[src/omca_pkg.sv]
/*
 * Shared constants and types for the output macro cell array.
 * Assumes one 100 MHz clock and a synchronous, active-high reset.
 */
package omca_pkg;

    // ****************************************************************
    // Array shape
    // ****************************************************************
    localparam int N_CELLS        = 8;
    localparam int TERMS_PER_CELL = 9;
    localparam int SUM_TERMS      = 8;
    localparam int DIR_TERM_IDX   = 8;
    localparam int N_TERMS        = 72;
    localparam int CFG_BITS       = 26;

    // ****************************************************************
    // Cell modes, coded as {arch_select_bit_a, arch_select_bit_b}
    // ****************************************************************
    localparam logic [1:0] MODE_REGISTERED = 2'h0;
    localparam logic [1:0] MODE_INPUT      = 2'h1;
    localparam logic [1:0] MODE_COMB       = 2'h2;
    localparam logic [1:0] MODE_BIDIR      = 2'h3;

    // ****************************************************************
    // Reset values
    // ****************************************************************
    localparam logic RST_Q        = 1'b0;
    localparam logic RST_PIN_PREV = 1'b0;
    localparam logic RST_RB_VALID = 1'b0;

    // ****************************************************************
    // Types
    // ****************************************************************
    typedef enum logic [1:0] {
        OMCA_REGISTERED,
        OMCA_INPUT,
        OMCA_COMB,
        OMCA_BIDIR
    } omca_mode_t;

    typedef struct packed {
        logic arch_select_bit_a;
        logic arch_select_bit_b;
        logic polarity_select_bit;
    } omca_cell_cfg_t;

    typedef struct packed {
        logic preset_term;
        logic reset_term;
        logic clk_edge;
        logic shared_oe;
    } omca_ctrl_t;

    function automatic omca_mode_t omca_decode_mode(input omca_cell_cfg_t cfg);
        logic [1:0] code;
        code = {cfg.arch_select_bit_a, cfg.arch_select_bit_b};
        case (code)
            MODE_REGISTERED: omca_decode_mode = OMCA_REGISTERED;
            MODE_INPUT:      omca_decode_mode = OMCA_INPUT;
            MODE_COMB:       omca_decode_mode = OMCA_COMB;
            default:         omca_decode_mode = OMCA_BIDIR;
        endcase
    endfunction

endpackage

[src/omca_cell.sv]
/*
 * One output cell: sum term, optional flip-flop, polarity and pin driver.
 * Assumes the caller supplies a one-cycle clock-edge strobe and shared terms.
 */
module omca_cell (
    // Clock and reset
    input  wire logic                    clk_i,
    input  wire logic                    rst_i,
    // Terms and configuration
    input  wire logic [8:0]              terms_i,
    input  wire omca_pkg::omca_cell_cfg_t cfg_i,
    input  wire omca_pkg::omca_ctrl_t    ctrl_i,
    // Pin
    input  wire logic                    pin_i,
    output logic                         pin_o,
    output logic                         pin_oe_o,
    // Feedback to the array
    output logic                         fb_o
);

    // ****************************************************************
    // Sum term and mode
    // ****************************************************************
    omca_pkg::omca_mode_t mode;
    logic                 sum;
    logic                 q_reg;
    logic                 q_next;

    assign mode = omca_pkg::omca_decode_mode(cfg_i);
    assign sum  = |terms_i[omca_pkg::SUM_TERMS-1:0];

    // ****************************************************************
    // Flip-flop
    // ****************************************************************
    always_comb begin
        q_next = q_reg;
        if (ctrl_i.reset_term) begin
            q_next = omca_pkg::RST_Q;
        end else if (mode == omca_pkg::OMCA_REGISTERED && ctrl_i.clk_edge) begin
            if (ctrl_i.preset_term) begin
                q_next = 1'b1;
            end else begin
                q_next = cfg_i.polarity_select_bit ? sum : ~sum;
            end
        end
    end

    always_ff @(posedge clk_i) begin
        if (rst_i) begin
            q_reg <= omca_pkg::RST_Q;
        end else begin
            q_reg <= q_next;
        end
    end

    // ****************************************************************
    // Pin driver and feedback
    // ****************************************************************
    always_comb begin
        pin_o    = 1'b0;
        pin_oe_o = 1'b0;
        fb_o     = pin_i;
        case (mode)
            omca_pkg::OMCA_REGISTERED: begin
                pin_o    = ~(q_reg & ~ctrl_i.reset_term);
                pin_oe_o = ctrl_i.shared_oe;
                fb_o     = q_reg & ~ctrl_i.reset_term;
            end
            omca_pkg::OMCA_COMB: begin
                pin_o    = cfg_i.polarity_select_bit ? ~sum : sum;
                pin_oe_o = 1'b1;
            end
            omca_pkg::OMCA_BIDIR: begin
                pin_o    = cfg_i.polarity_select_bit ? ~sum : sum;
                pin_oe_o = terms_i[omca_pkg::DIR_TERM_IDX];
            end
            default: begin
                pin_o    = 1'b0;
                pin_oe_o = 1'b0;
            end
        endcase
    end

endmodule

[src/omca_top.sv]
/*
 * Output stage of a small programmable logic array: eight output cells,
 * shared preset and reset terms, a global pin configuration cell and a
 * readback port guarded by a security fuse.
 * Assumes all inputs, including the dedicated clock pin, are synchronous
 * to clk_i and that the AND array lies outside this block.
 */
// Function
// - Eight cells, nine terms each, seventy-two total
// - Eight terms sum; ninth enables pin driver in bidirectional mode
// - Shared terms: synchronous preset, asynchronous reset
// - Two architecture bits per cell, four modes
// - Per-cell polarity bit inverts or passes output
// - Programmed global cell: clock and enable pins
// - Unprogrammed global cell: both pins plain inputs
// - Registered cells share the dedicated enable pin
// - Bidirectional cells enabled by direction term only
// - Unprogrammed array drives every term low
// - Unprogrammed cells are bidirectional, driver disabled
// - Programmed security fuse refuses all readback
// - Power-up clears registers; registered pins read high
// - Registered cells feed state back, low after reset
module omca_top #(
    parameter int N_CELLS        = omca_pkg::N_CELLS,
    parameter int TERMS_PER_CELL = omca_pkg::TERMS_PER_CELL
) (
    // Clock and reset
    input  wire logic                                 clk_i,
    input  wire logic                                 rst_i,
    // Product terms from the AND array
    input  wire logic [N_CELLS*TERMS_PER_CELL-1:0]    pterm_i,
    input  wire logic                                 preset_term_i,
    input  wire logic                                 reset_term_i,
    input  wire logic                                 array_programmed_i,
    // Configuration
    input  wire logic [N_CELLS-1:0]                   arch_select_bit_a_i,
    input  wire logic [N_CELLS-1:0]                   arch_select_bit_b_i,
    input  wire logic [N_CELLS-1:0]                   polarity_select_bit_i,
    input  wire logic                                 global_cfg_programmed_i,
    input  wire logic                                 security_fuse_i,
    // Dedicated pins
    input  wire logic                                 clock_pin_i,
    input  wire logic                                 shared_enable_pin_n_i,
    // Cell pins
    input  wire logic [N_CELLS-1:0]                   cell_pin_i,
    output logic      [N_CELLS-1:0]                   cell_pin_o,
    output logic      [N_CELLS-1:0]                   cell_pin_oe_o,
    // Feedback and dedicated-pin inputs to the AND array
    output logic      [N_CELLS-1:0]                   feedback_o,
    output logic      [1:0]                           dedicated_in_o,
    // Readback port
    input  wire logic                                 readback_req_i,
    output logic      [omca_pkg::CFG_BITS-1:0]        readback_data_o,
    output logic                                      readback_valid_o,
    output logic                                      readback_refused_o
);

    // ****************************************************************
    // Term gating
    // ****************************************************************
    logic [N_CELLS*TERMS_PER_CELL-1:0] terms;
    logic                              preset_term;
    logic                              reset_term;

    always_comb begin
        terms       = pterm_i & {(N_CELLS*TERMS_PER_CELL){array_programmed_i}};
        preset_term = preset_term_i & array_programmed_i;
        reset_term  = reset_term_i & array_programmed_i;
    end

    // ****************************************************************
    // Dedicated pins
    // ****************************************************************
    logic clk_pin_prev_reg;
    logic clk_pin_prev_next;
    logic clk_edge;
    logic shared_oe;

    always_comb begin
        clk_pin_prev_next = clock_pin_i;
    end

    always_ff @(posedge clk_i) begin
        if (rst_i) begin
            clk_pin_prev_reg <= omca_pkg::RST_PIN_PREV;
        end else begin
            clk_pin_prev_reg <= clk_pin_prev_next;
        end
    end

    always_comb begin
        clk_edge  = global_cfg_programmed_i & clock_pin_i & ~clk_pin_prev_reg;
        shared_oe = global_cfg_programmed_i & ~shared_enable_pin_n_i;
        if (global_cfg_programmed_i) begin
            dedicated_in_o = 2'h0;
        end else begin
            dedicated_in_o = {shared_enable_pin_n_i, clock_pin_i};
        end
    end

    // ****************************************************************
    // Shared control
    // ****************************************************************
    omca_pkg::omca_ctrl_t ctrl;

    always_comb begin
        ctrl.preset_term = preset_term;
        ctrl.reset_term  = reset_term;
        ctrl.clk_edge    = clk_edge;
        ctrl.shared_oe   = shared_oe;
    end

    // ****************************************************************
    // Output cells
    // ****************************************************************
    omca_pkg::omca_cell_cfg_t cell_cfg [N_CELLS];

    for (genvar c = 0; c < N_CELLS; c++) begin : g_cell
        always_comb begin
            cell_cfg[c].arch_select_bit_a   = arch_select_bit_a_i[c];
            cell_cfg[c].arch_select_bit_b   = arch_select_bit_b_i[c];
            cell_cfg[c].polarity_select_bit = polarity_select_bit_i[c];
        end

        omca_cell omca_cell_inst (
            .clk_i    (clk_i),
            .rst_i    (rst_i),
            .terms_i  (terms[c*TERMS_PER_CELL +: TERMS_PER_CELL]),
            .cfg_i    (cell_cfg[c]),
            .ctrl_i   (ctrl),
            .pin_i    (cell_pin_i[c]),
            .pin_o    (cell_pin_o[c]),
            .pin_oe_o (cell_pin_oe_o[c]),
            .fb_o     (feedback_o[c])
        );
    end

    // ****************************************************************
    // Readback
    // ****************************************************************
    logic [omca_pkg::CFG_BITS-1:0] cfg_word;
    logic [omca_pkg::CFG_BITS-1:0] rb_data_reg;
    logic [omca_pkg::CFG_BITS-1:0] rb_data_next;
    logic                          rb_valid_reg;
    logic                          rb_valid_next;
    logic                          rb_refused_reg;
    logic                          rb_refused_next;

    always_comb begin
        cfg_word = {security_fuse_i, global_cfg_programmed_i,
                    polarity_select_bit_i, arch_select_bit_b_i, arch_select_bit_a_i};
    end

    always_comb begin
        rb_data_next    = rb_data_reg;
        rb_valid_next   = omca_pkg::RST_RB_VALID;
        rb_refused_next = 1'b0;
        if (readback_req_i) begin
            if (security_fuse_i) begin
                rb_data_next    = '0;
                rb_refused_next = 1'b1;
            end else begin
                rb_data_next  = cfg_word;
                rb_valid_next = 1'b1;
            end
        end
    end

    always_ff @(posedge clk_i) begin
        if (rst_i) begin
            rb_data_reg    <= '0;
            rb_valid_reg   <= omca_pkg::RST_RB_VALID;
            rb_refused_reg <= 1'b0;
        end else begin
            rb_data_reg    <= rb_data_next;
            rb_valid_reg   <= rb_valid_next;
            rb_refused_reg <= rb_refused_next;
        end
    end

    always_comb begin
        readback_data_o    = rb_data_reg;
        readback_valid_o   = rb_valid_reg;
        readback_refused_o = rb_refused_reg;
    end

endmodule

[config.mk]
export PLATFORM = sky130hd
export DESIGN_NAME = omca_top
export DESIGN_NICKNAME = d
export VERILOG_FILES = /design/src/omca_pkg.sv /design/src/omca_cell.sv /design/src/omca_top.sv
export SDC_FILE = /design/constraint.sdc
export NUM_CORES = 1
export LEC_CHECK = 0
export ABC_AREA = 0
export BUFFER_PORTS_ARGS = -buffer_cell sky130_fd_sc_hd__buf_2
export CAP_MARGIN = 10
export CORE_MARGIN = 4
export CORE_UTILIZATION = 39
export DETAILED_ROUTE_END_ITERATION = 16
export PLACE_DENSITY = 0.89
export REMOVE_ABC_BUFFERS = 1
export SYNTH_ARGS = -nofsm -noshare
export SYNTH_HDL_FRONTEND = slang
export SYNTH_SLANG_ARGS = --single-unit
[constraint.sdc]
create_clock -name clk_i -period 1.4 [get_ports clk_i]
set_input_delay 0.07 -clock clk_i [delete_from_list [all_inputs] [get_ports clk_i]]
set_output_delay 0.07 -clock clk_i [all_outputs]
set_load 0.1 [all_outputs]
==> results by stage <==
Status:
- The run finished, with violations left.
- The checks that failed: negative setup slack.

GRT:
- For this run, global-route usage on met3 was measured as 0.04515.
- The number of antenna violations at the first check in global routing is 0.
- The routing layer with the top usage in global route is met2.
- Entering global routing, the biggest net connects 27 pins.
- The global-route track usage on met1 is 0.2365.
- The number of global-route vias before repair came to between 2,000 and 2,500.
- The first-pass GRT wire length is 11,180 um.
- The leftover overflow at the end of global routing is 0.
- The met2 usage in global routing is 0.4474.
- The aggregate global-route resource usage is 0.2257.

Timing:
- Clock skew on the completed layout was measured at about 0.005 ns.
- After layout, the worst setup slack is -0.08787 ns.
- The upper clock frequency limit is ~670 MHz.
- In this run the tightest slew margin relative to its limit is 0.2614.
- Dividing the final minimum period by the clock period gives 1.063.
- The time the worst path needs with I/O delays and setup is approximately 1.5 ns.
- The final hold violation count is 0.
- The final count of negative-setup-slack endpoints is 8.
- The final-report max-slew violation count is 0.
- Setup repair after global routing could not meet its margin everywhere.
- For the pin with the worst max-slew slack, the measured transition is roughly 1.1 ns.

Finish:
- Leaving out fill and tap cells, the most frequent cell in the layout is buf_2.
- The area occupied by multi-input gates is 1247 um^2.
- Measured on the finished design, the core utilization comes to 0.7528.
- The library cells used most frequently in the layout, excluding fill and tap cells, are 126 x buf_2, 36 x dfxtp_1, 28 x a22o_1, 25 x nand2_1.
- The number of flip-flops in the largest register is 25.
- The net count of the finished layout is 503.
- The growth of design area from synthesis to finish is 81.41%.
- The total area of sequential cells is around 700 um^2.
- The repair_antennas step left the layout with diodes totalling 0.
- The share of final-layout standard cells stronger than drive strength 1 is 0.6256.
- Counting the fill cells in the layout gives 346.

Placement:
- The worst-case setup slack after placement is -0.1063 ns.
- Detailed placement finished with a half-perimeter wire length of 5643 um.
- Routability-driven placement finished with a final weighted congestion of 0.7422.
- The total of buffers placed on input and output ports is about 170.

Worst hold path:
- The path category of the worst min-delay check is in -> reg.

Routing:
- Dividing the detail-routed via count by the number of cells gives approximately 5.3.
- For this block, the initial DRC count from the detailed router was 88.
- In the final routed layout, each cell accounts on average for roughly 17 um.
- The number of iterations in the first detailed-routing pass is 4.
- The wire length after detailed routing is about 7600 um.
- The residual DRC count is 0.
- For this block, the via count after detailed routing is 2,415.
- The detail route stage leaves a number of antenna-violating nets equal to 0.

Die:
- After floorplanning, the core was divided into 25 placement rows.
- The initial cell density of the core is 0.4150.
- Measured along the y axis, the die boundary spans 79.83 um.
- The number of top-level pins is around 170.
- The horizontal die dimension is roughly 80 um.
- The core box area is around 4800 um^2.
- The die covers about 6400 um^2.

CTS:
- The CTS root buffer is clkbuf_8.
- The level count of the clock H-tree is 2.
- The number of buffers created by CTS is 5.
- No sink is reached through more buffers than the 2 on the longest clock path.
- The clock sink count is 36.
- The clock transition at the registers of the reported paths is approximately 0.08 ns.
- In this run, post-CTS hold repair placed 0 buffers.
- The insertion delay to the later sink of the worst-skew pair is ~0.28 ns.
- TritonCTS built the clock tree.

Worst setup path:
- The worst endpoint data arrival time is 1.42 ns.
- STA classifies the critical path startpoint as an input port.
- The largest fanout on the critical path is 2.
- At the worst endpoint, the required time is 1.33 ns.
- The sort of element at the end of the critical path is an output port.
- The critical path is of the in -> out type.

Power and ir drop:
- IR analysis of the VDD net gives a maximum drop of between 0.6 and 0.7 mV.
- The design draws around 3700 uW.
- The analysis attributes to cell leakage a power of between 0.0015 and 0.002 uW.
- The power density relative to cell area is 1010 nW/um^2.

Synthesis:
- After synthesis the netlist holds a flip-flop and latch count of 36.
- For this run, the register share of the synthesized area comes to 0.3582.
- The count of unique library cells instantiated by Yosys is 24.
- After synthesis the cells add up to between 2000 and 2500 um^2.
- The count of mapped cells out of synthesis is about 220.
- The Yosys step of the flow raised 0 warnings.
- After synthesis, the mean cell area works out to between 8 and 9 um^2.

Run:
- The number of violations of the max-capacitance limit is 0.
-- cells in the mapped netlist --
cell      count  area (um^2)
nor3b_2       1        12.51
a22o_1       28        245.2
or4_4        11        123.9
a22o_2        5        50.05
buf_1         1        3.750
nand2b_1      2        12.51
o21ai_2       8        70.07
o21ai_0      16        80.08
a21oi_1       8        40.04
o31ai_1       8        60.06
nor2_1       13        48.80
nand2_1      25        93.84
or4_1         5        37.54
buf_4        25        187.7
buf_2         2        10.01
dfxtp_1      36        720.7
nor2b_1       4        25.02
a211oi_1      1        7.510
conb_1        1        3.750
a311oi_1      8        70.07
nand3_1       3        15.01
clkbuf_1      4        15.01
xnor2_1       8        70.07
and3b_1       1        8.760
-- kinds of logic after synthesis --
logic type / after synthesis / share of synthesized area
compound gates: 82 / 0.3097
xor+xnor: 8 / 0.03483
buf+inv: 32 / 0.1076
flops: 36 / 0.3582
other cells: 1 / 0.001864
simple gates: 65 / 0.1878
-- final cells by class --
class | count | share of cell area
repair buffers | 190 | 0.4032
multi-input cells | 156 | 0.3418
flip-flops and latches | 36 | 0.1975
clock buffers | 7 | 0.02640
well taps | 67 | 0.02297
clock inverters | 1 | 0.008228
-- layer usage --
metal	vias up	part of all wire
met1	1142	0.35
met3	9	0.071
met5	-	0
li1	1152	-
met2	112	0.56
met4	0	0.012
-- worst max-delay path, stage by stage --
cell,delay [ns]
buf_6,0.09
or4_4,0.54
o21ai_4,0.18
xnor2_2,0.14
a22o_1,0.22
buf_12,0.18
-- timing repair --
action | in CTS | in global routing
endpoints found under the hold margin | 0 | 0
setup endpoints to repair | 10 | 14
pin swaps | 32 | 24
buffers inserted | 5 | 4
gates resized for setup | 21 | 21
gates cloned | 0 | 0
-- path summary, 6_finish.rpt --
check / from / slack, ns / cells past startpoint / to
setup reg to reg: clk_pin_prev_reg / 0.30 / 4 / g_cell[0].omca_cell_inst.q_reg
setup / recovery: pterm_i[7] / -0.09 / 6 / cell_pin_o[0]
hold reg to reg: readback_data_o[17] / 0.48 / 1 / readback_data_o[17]
hold / removal: polarity_select_bit_i[3] / 0.03 / 2 / readback_data_o[19]
-- stage by stage --
| stage | area, um^2 | hold slack [ns] | instances | TNS, ns |
|---|---|---|---|---|
| 2_1_floorplan | 1795 | 0.1416 | 192 | -19.95 |
| 3_3_place_gp | 3197 | 0.3043 | 440 | -0.4918 |
| 3_5_place_dp | 3197 | 0.3191 | 440 | -0.6178 |
| 4_1_cts | 3485 | 0.02829 | 453 | -0.4322 |
| 5_1_grt | 3650 | 0.03816 | 457 | -0.8752 |
| 6_report | 3650 | 0.03468 | 457 | -0.5872 |
-- report_power, final --
part           internal (uW)  switching, uW  total (uW)
Sequential              1060           19.0        1080
Clock                    629            371        1000
Combinational            582           1030        1610
Note: power is estimated with default switching activity, not from simulation.
